### src/inc/bpx_pkg.sv
package bpx_pkg;
    // Core clock and machine cycle
    localparam int CLK_MHZ    = 25;
    localparam int MCYC_NS    = 1000;
    localparam int MCYC_CLKS  = (MCYC_NS * CLK_MHZ) / 1000;
    localparam int CNT_W      = 7;
    localparam logic [6:0] MCYC = 7'(MCYC_CLKS);

    // Register offsets on the plain port
    localparam logic [7:0] R_CMD   = 8'h00;
    localparam logic [7:0] R_ARG1  = 8'h01;
    localparam logic [7:0] R_ARG2  = 8'h02;
    localparam logic [7:0] R_ACC   = 8'h03;
    localparam logic [7:0] R_PSW   = 8'h04;
    localparam logic [7:0] R_DPL   = 8'h05;
    localparam logic [7:0] R_DPH   = 8'h06;
    localparam logic [7:0] R_PTR0  = 8'h07;
    localparam logic [7:0] R_PTR1  = 8'h08;
    localparam logic [7:0] R_PCL   = 8'h09;
    localparam logic [7:0] R_PCH   = 8'h0a;
    localparam logic [7:0] R_STAT  = 8'h0b;
    localparam logic [7:0] R_P1    = 8'h0c;
    localparam logic [7:0] R_P2    = 8'h0d;
    localparam logic [7:0] R_BRAM  = 8'h20;
    localparam logic [3:0] BRAM_PG = 4'h2;

    // Bit address space
    localparam int         BIT_SPACE = 7;
    localparam int         PSW_CY    = 7;
    localparam logic [4:0] SFR_P1    = 5'h12;
    localparam logic [4:0] SFR_P2    = 5'h14;
    localparam logic [4:0] SFR_PSW   = 5'h1a;
    localparam logic [4:0] SFR_ACC   = 5'h1c;

    // Reset values
    localparam logic [7:0] RST_BYTE  = 8'h00;
    localparam logic [7:0] RST_PORT  = 8'hff;

    // Status bits
    localparam int ST_BUSY  = 0;
    localparam int ST_TAKEN = 1;

    typedef enum logic [4:0] {
        OP_NOP    = 5'h00,
        OP_XRD_RI = 5'h01,
        OP_XWR_RI = 5'h02,
        OP_XRD_DP = 5'h03,
        OP_XWR_DP = 5'h04,
        OP_TBL_DP = 5'h05,
        OP_TBL_PC = 5'h06,
        OP_ANL_B  = 5'h07,
        OP_ANL_NB = 5'h08,
        OP_ORL_B  = 5'h09,
        OP_ORL_NB = 5'h0a,
        OP_MOV_CB = 5'h0b,
        OP_MOV_BC = 5'h0c,
        OP_CLR_C  = 5'h0d,
        OP_CLR_B  = 5'h0e,
        OP_SET_C  = 5'h0f,
        OP_SET_B  = 5'h10,
        OP_CPL_C  = 5'h11,
        OP_CPL_B  = 5'h12,
        OP_JC     = 5'h13,
        OP_JNC    = 5'h14,
        OP_JB     = 5'h15,
        OP_JNB    = 5'h16,
        OP_JBC    = 5'h17
    } bpx_op_t;

    typedef enum logic [0:0] {
        ST_IDLE = 1'b0,
        ST_EXEC = 1'b1
    } bpx_state_t;

    // External memory pins, all registered
    typedef struct packed {
        logic [7:0] addr_lo;
        logic [7:0] addr_hi;
        logic       hi_drv;
        logic       rd_n;
        logic       wr_n;
        logic       program_store_enable_n;
        logic [7:0] dout;
        logic       doe;
    } bpx_xbus_t;
endpackage

### src/verilog/bpx_core.sv
// The implementer's own choices: the address-and-strobe port and the placing of the registers.
module bpx_core (
    input  wire logic       CLK_I,
    input  wire logic       RST_N_I,
    input  wire logic [7:0] ADDR_I,
    input  wire logic [7:0] WDATA_I,
    input  wire logic       WR_I,
    input  wire logic       RD_I,
    output logic      [7:0] RDATA_O,
    input  wire logic [7:0] XDATA_I,
    output logic      [7:0] XDATA_O,
    output logic            XDATA_OE_O,
    output logic      [7:0] XADDR_LO_O,
    output logic      [7:0] XADDR_HI_O,
    output logic            XADDR_HI_EN_O,
    output logic            XRD_N_O,
    output logic            XWR_N_O,
    output logic            PROG_STORE_EN_N_O,
    input  wire logic [7:0] P1_I,
    output logic      [7:0] P1_O,
    output logic            BUSY_O
);
    // Offset sign extension, used once, and instruction length, used three times
    function automatic logic [15:0] sext(input logic [7:0] v);
        return {{8{v[7]}}, v};
    endfunction
    function automatic logic [6:0] op_len(input bpx_pkg::bpx_op_t o);
        case (o)
            bpx_pkg::OP_MOV_CB, bpx_pkg::OP_CLR_C, bpx_pkg::OP_CLR_B,
            bpx_pkg::OP_SET_C, bpx_pkg::OP_SET_B, bpx_pkg::OP_CPL_C,
            bpx_pkg::OP_CPL_B: op_len = bpx_pkg::MCYC;
            default:           op_len = 7'(2 * bpx_pkg::MCYC_CLKS);
        endcase
    endfunction

    bpx_pkg::bpx_state_t st_q;
    bpx_pkg::bpx_op_t    op_q;
    bpx_pkg::bpx_xbus_t  xb_q, xb_d;
    logic [6:0]  cnt_q;
    logic [7:0]  arg1_q, arg2_q, acc_q, psw_q, dpl_q, dph_q;
    logic [7:0]  ptr0_q, ptr1_q, pcl_q, pch_q, p1_q, p2_q;
    logic [7:0]  rdata_q, xin_q, bram_q [16];
    logic [7:0]  xs1_q, xs2_q, ps1_q, ps2_q;
    logic        taken_q;

    // Two-flop synchronisers for pins
    always_ff @(posedge CLK_I or negedge RST_N_I) begin
        if (!RST_N_I) begin
            xs1_q <= bpx_pkg::RST_BYTE;
            xs2_q <= bpx_pkg::RST_BYTE;
            ps1_q <= bpx_pkg::RST_BYTE;
            ps2_q <= bpx_pkg::RST_BYTE;
        end else begin
            xs1_q <= XDATA_I;
            xs2_q <= xs1_q;
            ps1_q <= P1_I;
            ps2_q <= ps1_q;
        end
    end

    // Sequencing
    wire        busy     = (st_q == bpx_pkg::ST_EXEC);
    wire        last     = busy && (cnt_q == op_len(op_q) - 7'd1);
    wire        start    = WR_I && (ADDR_I == bpx_pkg::R_CMD) && !busy;
    wire        sw_wr    = WR_I && !busy;
    wire        strb_win = busy && (cnt_q >= bpx_pkg::MCYC)
                           && (cnt_q < op_len(op_q) - 7'd1);
    wire        smp      = busy && (cnt_q == op_len(op_q) - 7'd2);

    // Operation classes
    wire is_xrd = (op_q == bpx_pkg::OP_XRD_RI) || (op_q == bpx_pkg::OP_XRD_DP);
    wire is_xwr = (op_q == bpx_pkg::OP_XWR_RI) || (op_q == bpx_pkg::OP_XWR_DP);
    wire is_dp  = (op_q == bpx_pkg::OP_XRD_DP) || (op_q == bpx_pkg::OP_XWR_DP);
    wire is_tbl = (op_q == bpx_pkg::OP_TBL_DP) || (op_q == bpx_pkg::OP_TBL_PC);

    // External addresses
    wire [7:0]  ri      = arg1_q[0] ? ptr1_q : ptr0_q;
    wire [15:0] data_pointer_16    = {dph_q, dpl_q};
    wire [15:0] pc      = {pch_q, pcl_q};
    wire [15:0] tbl_a   = (op_q == bpx_pkg::OP_TBL_PC)
                          ? pc + {8'h00, acc_q}
                          : data_pointer_16 + {8'h00, acc_q};
    wire [15:0] x_a     = is_tbl ? tbl_a : (is_dp ? data_pointer_16 : {p2_q, ri});

    // Bit read path
    wire        in_sfr  = arg1_q[bpx_pkg::BIT_SPACE];
    wire [4:0]  sfr_sel = arg1_q[7:3];
    wire [2:0]  bpos    = arg1_q[2:0];
    wire [7:0]  sfr_b   = (sfr_sel == bpx_pkg::SFR_PSW) ? psw_q :
                          (sfr_sel == bpx_pkg::SFR_ACC) ? acc_q :
                          (sfr_sel == bpx_pkg::SFR_P1)  ? ps2_q :
                          (sfr_sel == bpx_pkg::SFR_P2)  ? p2_q  :
                          bpx_pkg::RST_BYTE;
    wire [7:0]  cur_b   = in_sfr ? sfr_b : bram_q[arg1_q[6:3]];
    wire        bit_v   = cur_b[bpos];
    wire        cy      = psw_q[bpx_pkg::PSW_CY];

    // Bit results; no exclusive-OR form is decoded
    wire cy_we = (op_q == bpx_pkg::OP_ANL_B) || (op_q == bpx_pkg::OP_ANL_NB)
              || (op_q == bpx_pkg::OP_ORL_B) || (op_q == bpx_pkg::OP_ORL_NB)
              || (op_q == bpx_pkg::OP_MOV_CB) || (op_q == bpx_pkg::OP_CLR_C)
              || (op_q == bpx_pkg::OP_SET_C) || (op_q == bpx_pkg::OP_CPL_C);
    wire cy_nv = (op_q == bpx_pkg::OP_ANL_B)  ? (cy & bit_v)  :
                 (op_q == bpx_pkg::OP_ANL_NB) ? (cy & ~bit_v) :
                 (op_q == bpx_pkg::OP_ORL_B)  ? (cy | bit_v)  :
                 (op_q == bpx_pkg::OP_ORL_NB) ? (cy | ~bit_v) :
                 (op_q == bpx_pkg::OP_MOV_CB) ? bit_v         :
                 (op_q == bpx_pkg::OP_SET_C)  ? 1'b1          :
                 (op_q == bpx_pkg::OP_CPL_C)  ? ~cy           : 1'b0;
    wire b_we  = (op_q == bpx_pkg::OP_MOV_BC) || (op_q == bpx_pkg::OP_CLR_B)
              || (op_q == bpx_pkg::OP_SET_B) || (op_q == bpx_pkg::OP_CPL_B)
              || ((op_q == bpx_pkg::OP_JBC) && bit_v);
    wire b_nv  = (op_q == bpx_pkg::OP_MOV_BC) ? cy     :
                 (op_q == bpx_pkg::OP_SET_B)  ? 1'b1   :
                 (op_q == bpx_pkg::OP_CPL_B)  ? ~bit_v : 1'b0;
    wire [7:0] new_b = (cur_b & ~(8'h01 << bpos)) | ({7'h00, b_nv} << bpos);

    // Branch decision; offset is second argument for bit tests
    wire take = ((op_q == bpx_pkg::OP_JC)  &&  cy)
             || ((op_q == bpx_pkg::OP_JNC) && !cy)
             || (((op_q == bpx_pkg::OP_JB) || (op_q == bpx_pkg::OP_JBC)) && bit_v)
             || ((op_q == bpx_pkg::OP_JNB) && !bit_v);
    wire [7:0]  rel    = ((op_q == bpx_pkg::OP_JC) || (op_q == bpx_pkg::OP_JNC))
                         ? arg1_q : arg2_q;
    wire [15:0] pc_tgt = pc + sext(rel);

    // Next pin state, registered below
    always_comb begin
        xb_d         = xb_q;
        xb_d.rd_n    = !(is_xrd && strb_win);
        xb_d.wr_n    = !(is_xwr && strb_win);
        xb_d.program_store_enable_n  = !(is_tbl && strb_win);
        xb_d.doe     = is_xwr && strb_win;
        xb_d.dout    = acc_q;
        xb_d.hi_drv  = busy && !last && (is_dp || is_tbl);
        xb_d.addr_lo = (busy && !last) ? x_a[7:0] : xb_q.addr_lo;
        xb_d.addr_hi = xb_d.hi_drv ? x_a[15:8] : p2_q;
    end

    // Register read decode
    wire [7:0] rd_mux =
        (ADDR_I == bpx_pkg::R_CMD)  ? {3'h0, op_q} :
        (ADDR_I == bpx_pkg::R_ARG1) ? arg1_q :
        (ADDR_I == bpx_pkg::R_ARG2) ? arg2_q :
        (ADDR_I == bpx_pkg::R_ACC)  ? acc_q  :
        (ADDR_I == bpx_pkg::R_PSW)  ? psw_q  :
        (ADDR_I == bpx_pkg::R_DPL)  ? dpl_q  :
        (ADDR_I == bpx_pkg::R_DPH)  ? dph_q  :
        (ADDR_I == bpx_pkg::R_PTR0) ? ptr0_q :
        (ADDR_I == bpx_pkg::R_PTR1) ? ptr1_q :
        (ADDR_I == bpx_pkg::R_PCL)  ? pcl_q  :
        (ADDR_I == bpx_pkg::R_PCH)  ? pch_q  :
        (ADDR_I == bpx_pkg::R_STAT) ? {6'h00, taken_q, busy} :
        (ADDR_I == bpx_pkg::R_P1)   ? p1_q   :
        (ADDR_I == bpx_pkg::R_P2)   ? p2_q   :
        (ADDR_I[7:4] == bpx_pkg::BRAM_PG) ? bram_q[ADDR_I[3:0]] :
        bpx_pkg::RST_BYTE;

    // Sequencer and read port
    always_ff @(posedge CLK_I or negedge RST_N_I) begin
        if (!RST_N_I) begin
            st_q    <= bpx_pkg::ST_IDLE;
            op_q    <= bpx_pkg::OP_NOP;
            cnt_q   <= '0;
            rdata_q <= bpx_pkg::RST_BYTE;
            xin_q   <= bpx_pkg::RST_BYTE;
        end else begin
            rdata_q <= RD_I ? rd_mux : bpx_pkg::RST_BYTE;
            if (smp) begin
                xin_q <= xs2_q;
            end
            case (st_q)
                bpx_pkg::ST_IDLE: begin
                    cnt_q <= '0;
                    if (start) begin
                        op_q <= bpx_pkg::bpx_op_t'(WDATA_I[4:0]);
                        st_q <= bpx_pkg::ST_EXEC;
                    end
                end
                bpx_pkg::ST_EXEC: begin
                    cnt_q <= cnt_q + 7'd1;
                    if (last) begin
                        st_q <= bpx_pkg::ST_IDLE;
                    end
                end
                default: st_q <= bpx_pkg::ST_IDLE;
            endcase
        end
    end

    // Pin outputs
    always_ff @(posedge CLK_I or negedge RST_N_I) begin
        if (!RST_N_I) begin
            xb_q <= '{addr_lo: bpx_pkg::RST_BYTE, addr_hi: bpx_pkg::RST_PORT, hi_drv: 1'b0,
                      rd_n: 1'b1, wr_n: 1'b1, program_store_enable_n: 1'b1, dout: bpx_pkg::RST_BYTE,
                      doe: 1'b0};
        end else begin
            xb_q <= xb_d;
        end
    end

    // Architectural state: software writes when idle, results on last cycle
    always_ff @(posedge CLK_I or negedge RST_N_I) begin
        if (!RST_N_I) begin
            arg1_q  <= bpx_pkg::RST_BYTE;
            arg2_q  <= bpx_pkg::RST_BYTE;
            acc_q   <= bpx_pkg::RST_BYTE;
            psw_q   <= bpx_pkg::RST_BYTE;
            dpl_q   <= bpx_pkg::RST_BYTE;
            dph_q   <= bpx_pkg::RST_BYTE;
            ptr0_q  <= bpx_pkg::RST_BYTE;
            ptr1_q  <= bpx_pkg::RST_BYTE;
            pcl_q   <= bpx_pkg::RST_BYTE;
            pch_q   <= bpx_pkg::RST_BYTE;
            p1_q    <= bpx_pkg::RST_PORT;
            p2_q    <= bpx_pkg::RST_PORT;
            taken_q <= 1'b0;
            for (int i = 0; i < 16; i++) begin
                bram_q[i] <= bpx_pkg::RST_BYTE;
            end
        end else if (sw_wr) begin
            case (ADDR_I)
                bpx_pkg::R_ARG1: arg1_q <= WDATA_I;
                bpx_pkg::R_ARG2: arg2_q <= WDATA_I;
                bpx_pkg::R_ACC:  acc_q  <= WDATA_I;
                bpx_pkg::R_PSW:  psw_q  <= WDATA_I;
                bpx_pkg::R_DPL:  dpl_q  <= WDATA_I;
                bpx_pkg::R_DPH:  dph_q  <= WDATA_I;
                bpx_pkg::R_PTR0: ptr0_q <= WDATA_I;
                bpx_pkg::R_PTR1: ptr1_q <= WDATA_I;
                bpx_pkg::R_PCL:  pcl_q  <= WDATA_I;
                bpx_pkg::R_PCH:  pch_q  <= WDATA_I;
                bpx_pkg::R_P1:   p1_q   <= WDATA_I;
                bpx_pkg::R_P2:   p2_q   <= WDATA_I;
                bpx_pkg::R_CMD:  taken_q <= 1'b0;
                default: begin
                    if (ADDR_I[7:4] == bpx_pkg::BRAM_PG) begin
                        bram_q[ADDR_I[3:0]] <= WDATA_I;
                    end
                end
            endcase
        end else if (last) begin
            if (is_xrd || is_tbl) begin
                acc_q <= xin_q;
            end
            if (cy_we) begin
                psw_q[bpx_pkg::PSW_CY] <= cy_nv;
            end
            // Bit write last so a carry-addressed bit op wins
            if (b_we && !in_sfr) begin
                bram_q[arg1_q[6:3]] <= new_b;
            end else if (b_we) begin
                case (sfr_sel)
                    bpx_pkg::SFR_PSW: psw_q <= new_b;
                    bpx_pkg::SFR_ACC: acc_q <= new_b;
                    bpx_pkg::SFR_P1:  p1_q  <= (p1_q & ~(8'h01 << bpos))
                                               | (new_b & (8'h01 << bpos));
                    bpx_pkg::SFR_P2:  p2_q  <= new_b;
                    default: ;
                endcase
            end
            taken_q <= take;
            if (take) begin
                {pch_q, pcl_q} <= pc_tgt;
            end
        end
    end

    // Output assignments, all from flops
    assign RDATA_O           = rdata_q;
    assign XDATA_O           = xb_q.dout;
    assign XDATA_OE_O        = xb_q.doe;
    assign XADDR_LO_O        = xb_q.addr_lo;
    assign XADDR_HI_O        = xb_q.addr_hi;
    assign XADDR_HI_EN_O     = xb_q.hi_drv;
    assign XRD_N_O           = xb_q.rd_n;
    assign XWR_N_O           = xb_q.wr_n;
    assign PROG_STORE_EN_N_O = xb_q.program_store_enable_n;
    assign P1_O              = p1_q;
    assign BUSY_O            = (st_q == bpx_pkg::ST_EXEC);
endmodule

### config.mk
export PLATFORM = sky130hd
export DESIGN_NAME = bpx_core
export DESIGN_NICKNAME = d
export VERILOG_FILES = /design/src/inc/bpx_pkg.sv /design/src/verilog/bpx_core.sv
export SDC_FILE = /design/constraint.sdc
export NUM_CORES = 1
export LEC_CHECK = 0
export BUFFER_PORTS_ARGS = -buffer_cell sky130_fd_sc_hd__buf_2
export CORE_ASPECT_RATIO = 1.75
export CORE_UTILIZATION = 45
export DETAILED_ROUTE_END_ITERATION = 12
export GPL_ROUTABILITY_DRIVEN = 1
export GPL_TIMING_DRIVEN = 1
export HOLD_SLACK_MARGIN = 0.05
export SKIP_LAST_GASP = 1
export SLEW_MARGIN = 10
export SYNTH_ARGS = -nofsm -noshare
export SYNTH_HDL_FRONTEND = slang
export SYNTH_SLANG_ARGS = --single-unit
### constraint.sdc
create_clock -name CLK_I -period 12.35 [get_ports CLK_I]
set_input_delay 1.235 -clock CLK_I [delete_from_list [all_inputs] [get_ports CLK_I]]
set_output_delay 1.235 -clock CLK_I [all_outputs]
set_load 0.02 [all_outputs]
### After elaboration in Yosys (flattened, before gate mapping)

Cells that the tools add are included.

| operators by class | value |
|---|---|
| reductions and logical operators | 76 |
| multiplexer cells | 98 |
| shift-type cells | 2 |
| add/sub/neg operators | 6 |
| $lt $le $gt $ge | 7 |
| bitwise gates (word level) | 15 |
| equal/unequal tests | 53 |

Operators with widths:

| cell | count |
|---|---|
| 128-bit 2-to-1 mux | 5 |
| 8-bit 2-to-1 mux | 63 |
| 128-bit bitwise mux | 2 |
| 8-bit binary-select mux with 4-bit select | 2 |
| 8-bit demux with 4-bit select | 2 |
| 5-bit == test, second input constant | 12 |
| 8-bit by 4-bit == test with 1-bit output, second input constant | 6 |
| 16-bit 2-to-1 mux | 3 |
| 5-bit by 4-bit == test with 1-bit output, second input constant | 8 |
| 16-bit by 8-bit adder with 16-bit output | 2 |
| 8-bit by 3-bit == test with 1-bit output, second input constant | 4 |
| 8-bit bitwise AND | 3 |
| 1-bit logical OR | 22 |
| 5-bit by 3-bit == test with 1-bit output, second input constant | 4 |
| 1-bit logical AND | 20 |
| 2-bit AND reduction | 10 |
| 1-bit 2-to-1 mux | 17 |
| 16-bit adder | 1 |
| 8-bit by 2-bit == test with 1-bit output, second input constant | 2 |
| 2-bit by 1-bit inequality test with 1-bit output, second input constant | 8 |
| 8-bit OR | 2 |
| 5-bit AND reduction | 3 |
| 7-bit == test | 2 |
| 7-bit case mux with 2 select lines | 1 |
| 30 further kinds | 53 |

| storage, ports and cells | value |
|---|---|
| register bits after elaboration | 315 |
| output and inout bits | 46 |
| input port bits | 36 |

### Longest topological paths before layout

| depth | value |
|---|---|
| word-level depth | 21 |
| mapped depth | 18 |

### Least setup slack after synthesis

OpenSTA, ideal clock, no wires.

| path | value |
|---|---|
| path type | register to register |
| start | register op_q[0] |
| end | register xb_q (netlist bit XADDR_HI_O[2]) |
| stages on the path, launching flop included | 18 |
| path buffers | 3 |
| data arrival time | 4.441 ns |
| setup slack | 7.845 ns |
| required time | 12.286 ns |
| cells stage by stage | dfrtp_1 > clkbuf_1 > nor4_2 > clkbuf_1 > clkbuf_1 > mux2_2 > ha_1 > fa_1 > a21o_1 > a21oi_1 > o21bai_1 > a21oi_1 > o21bai_1 > a21oi_1 > nor2b_1 > o31ai_1 > nand3_1 > nand3_1 |

RTL lines:

| item | RTL line | text |
|---|---|---|
| from (decl) | bpx_core.sv:37 | `bpx_pkg::bpx_op_t op_q;` |
| from (signal assigned) | bpx_core.sv:163 | `op_q <= bpx_pkg::OP_NOP;` |
| from (signal assigned) | bpx_core.sv:176 | `op_q <= bpx_pkg::bpx_op_t'(WDATA_I[4:0]);` |
| to (signal assigned) | bpx_core.sv:194 | `xb_q <= '{addr_lo: bpx_pkg::RST_BYTE, addr_hi: bpx_pkg::RST_PORT, hi_drv: 1'b0,` |
| to (decl) | bpx_core.sv:38 | `bpx_pkg::bpx_xbus_t xb_q, xb_d;` |

### Worst setup path after layout

| path | value |
|---|---|
| start | register op_q[2] |
| end | register pch_q[7] |

| between the ends | value |
|---|---|
| word-level cells in the longest chain between the ends | 8 |

Ends and longest elaborated chain:

| item | RTL line | text |
|---|---|---|
| 5-bit by 4-bit == test with 1-bit output / 5-bit == test (equally long branches) | bpx_core.sv:28 | `case (o)` |
| 7-bit OR reduction | bpx_core.sv:28 |  |
| 6-bit 2-to-1 mux | bpx_core.sv:28 |  |
| 7-bit by 1-bit subtractor with 7-bit output | bpx_core.sv:63 | `wire last = busy && (cnt_q == op_len(op_q) - 7'd1);` |
| 7-bit == test | bpx_core.sv:63 |  |
| 1-bit logical AND | bpx_core.sv:63 |  |
| 2-bit nonzero test (no source line) | -- |  |
| 3-bit AND reduction (no source line) | -- |  |
| to (signal assigned) | bpx_core.sv:214 | `pch_q <= bpx_pkg::RST_BYTE;` |
| to (signal assigned) | bpx_core.sv:264 | `{pch_q, pcl_q} <= pc_tgt;` |
| to (decl) | bpx_core.sv:41 | `logic [7:0] ptr0_q, ptr1_q, pcl_q, pch_q, p1_q, p2_q;` |

Parallel ways exist; a longest one is shown, timed or not. The select of a mux whose other input is x is not followed.
A chain may end at the register's enable or synchronous reset.

==> flow_metrics.py <==
metrics = {
    "logic_synthesis": {
        "synth_flop_cell": "dfrtp_1",
        "synth_commonest_cells": "dfrtp_1 (288), nand2_1 (145), mux2_2 (144)",
        "synth_top_area_share": 0.377,
        "synth-seq-cells": 315,
        "synth.most_common_cell": "dfrtp_1",
        "yosys_warnings": 0,
        "yosys.area.top_type": "dfrtp_1",
        "synth_area_um2": 19100,
        "synth.area.top_cells": "dfrtp_1 (38%), mux2_2 (8.5%), mux4_2 (7.4%), dfstp_2 (3.7%), o21ai_0 (3.3%)",
        "syn_nets": 1901,
        "async_flop_share": 1.00,
        "synthDistinctLibCells": 82,
        "ys_seq_area_frac": 0.414,
        "synth_edf_count": 0,
        "postSynthAreaPerCell_um2": 10.4,
        "synth_cells": 1835,
    },
    "sta": {
        "fmax_mhz": 196,
        "slew_headroom": 0.0681,
        "fin_crit_sh": 0.412,
        "final_hold_viol_count": 0,
        "rsz0062_at_grt": "no",
        "slew_violations": 0,
        "tightest_slew_ns": 1.39,
        "fin_skew_ns": 0.0190,
        "setup_ws_ns": 7.26,
        "fin_crit_ns": 5.09,
        "setup_viol": 0,
        "totalNegativeSetupSlack_ns": 0,
        "holdWs_ns": 0.348,
    },
    "setup_path": {
        "r2r-start": "op_q[2]",
        "path_depth": 14,
        "required_ns": 12.84,
        "worst_ep_arrival_time_ns": 5.58,
        "r2r_cells": 14,
        "critPathMaxStageDelay_ns": 0.81,
        "r2r-end": "pch_q[7]",
        "reg2reg_slack_ns": 7.26,
        "path_cells": "inv_1 > or3_1 > o21ai_0 > nand2_1 > mux2_2 > ha_1 > o311ai_0 > o21ai_0 > o41a_1 > a311o_1 > a21oi_1 > xor2_1 > o31ai_1 > a22o_1",
        "cp_common_cell": "o21ai_0",
        "critPathLaunchType": "register",
        "crit_family": "compound AO/OA/AOI/OAI gates",
        "worstSetupPathType": "register to register",
        "path_buf_inv": 1,
        "cp_max_fo": 17,
        "crit_slowest_cell": "dfrtp_1",
        "cp-end-kind": "register",
    },
    "floorplan": {
        "die_area_um2": 43400,
        "start_util": 0.458,
        "die_h_um": 275,
        "placementRows": 99,
        "dieWidth_um": 158,
        "core_um2": 41700,
        "ios": 82,
    },
    "global_route": {
        "overflow": 0,
        "grt_pass1_vias": 17187,
        "grt_pass1_wl_um": 115000,
        "grt_antenna_before_repair": 1,
        "gr-usage-met1": 0.398,
        "grt_busiest_layer": "met2",
        "use_met3": 0.0611,
        "grt_max_degree": 113,
        "use_met2": 0.610,
        "grt_use_total": 0.370,
    },
    "clock_network": {
        "clock_sinks": 315,
        "cts_resized": 0,
        "cts-buffers-inserted": 30,
        "cts_setup_buffers": 0,
        "clk_latency_ns": 0.61,
        "htreeDepth": 1,
        "clk_pin_slew_ns": 0.07,
        "cts.hold.buffers_added": 0,
        "cts_tree": "built",
        "clockBufferDepth": 3,
        "cts-root-buf": "clkbuf_16",
    },
    "outcome": {
        "status": "complete, no violations",
    },
    "placed_design": {
        "place_area_um2": 19900,
        "port_buffers": 81,
        "dp_slack_ns": 7.37,
        "hpwl_um": 55800,
        "gp_congestion": 1.00,
        "dp.cells": 2375,
    },
    "routing": {
        "drc_errors": 0,
        "antenna_left": 0,
        "vias": 16686,
        "wl_per_cell_um": 32.2,
        "drt-total-wl_um": 78200,
        "vias_per_cell": 6.86,
        "dr.first_iter.drc_count": 1627,
        "firstDrtPassIters": 5,
    },
    "hold_path": {
        "hold_depth": 0,
        "holdCritPathClass": "register to register",
        "holdPathEnd": "xs2_q[3]",
        "hold_path.startpoint": "xs1_q[3]",
    },
    "final_layout": {
        "largest-register": "bram_q",
        "syn_to_final_growth_pct": 9.80,
        "largest_reg_flops": 128,
        "design_area_um2": 21000,
        "drive_gt1_frac": 0.239,
        "layout.nets": 1919,
        "layoutNonFillerInstCount": 2432,
        "diodes": 0,
    },
    "power_and_ir_drop": {
        "p_per_area_nw_per_um2": 125,
        "p_leak_nw": 8.97,
        "peakVddDrop_uv": 79.6,
    },
    "run": {
        "drv_cap": 0,
    },
}
-- cells by family after synthesis --
family	count (synthesis)	share of synthesized area
AO/OA/AOI/OAI	551	0.192
multiplexers	280	0.199
AND/OR/NAND/NOR	462	0.119
flip-flops	315	0.414
buffers and inverters	161	0.0385
XOR/XNOR	35	0.0160
adder cells (fa/ha/maj)	31	0.0209
-- layer usage --
layer,vias to the layer above,wire length [um]
met3,399,6080
met4,2,9170
met1,8325,25800
met5,-,11
met2,981,37200
li1,6979,-
-- placed cells by master (no fill, tap or decap), drive strengths merged, types with 6 or more instances in the layout --
master	count
buf	117
and2	13
nor4	6
nand2	154
nand2b	8
and3b	6
mux2i	40
ha	28
or2	6
a31oi	17
a21o	7
a22o	39
dfrtp	288
o31ai	8
a221oi	23
nand3	65
nor3b	8
nor2	108
o2bb2ai	7
dfstp	27
inv	30
nor2b	23
o22a	25
and3	14
a21oi	103
xnor2	19
mux4	63
a22oi	39
o22ai	85
mux2	177
nor3	28
clkbuf	43
xor2	16
o21ai	148
-- worst max-delay path by stage --
stage                        from       endpoint
after floorplan           op_q[0]  XADDR_HI_O[2]
after global placement    op_q[2]       pch_q[7]
after detailed placement  op_q[2]       pch_q[6]
after CTS                 op_q[2]       pch_q[6]
after global routing      op_q[2]       pch_q[7]
final                     op_q[2]       pch_q[7]
-- report_power, final --
group	leakage [nW]	switching (mW)	internal (mW)	total, mW
combinational	4.32	0.264	0.127	0.390
clock	0.517	0.446	0.595	1.04
sequential	4.13	0.0955	1.09	1.19
total	8.97	0.805	1.81	2.62
-- per-stage QoR --
stage / power [mW] / utilization
CTS: 2.62 / 0.503
global placement: 1.58 / 0.477
global route: 2.70 / 0.503
floorplan: 1.39 / -
finish: 2.62 / 0.503
detailed placement: 1.59 / 0.477
-- worst reg2reg max path, cell delays in order, from the launching register on --
cell	delay, ns
dfrtp_1	0.81
inv_1	0.24
or3_1	0.35
o21ai_0	0.16
nand2_1	0.36
mux2_2	0.40
ha_1	0.34
o311ai_0	0.54
o21ai_0	0.26
o41a_1	0.41
a311o_1	0.39
a21oi_1	0.18
xor2_1	0.22
o31ai_1	0.09
a22o_1	0.24
-- layout make-up --
| class | count | area (um^2) |
|---|---|---|
| Multi-Input combinational cell | 1359 | 10500 |
| Timing Repair Buffer | 118 | 693 |
| Tap cell | 555 | 694 |
| Fill cell | 3879 | 20700 |
| Clock inverter | 14 | 213 |
| Inverter | 29 | 109 |
| Sequential cell | 315 | 7920 |
| Clock buffer | 42 | 867 |
No activity file was read; power rests on OpenSTA's default activity.
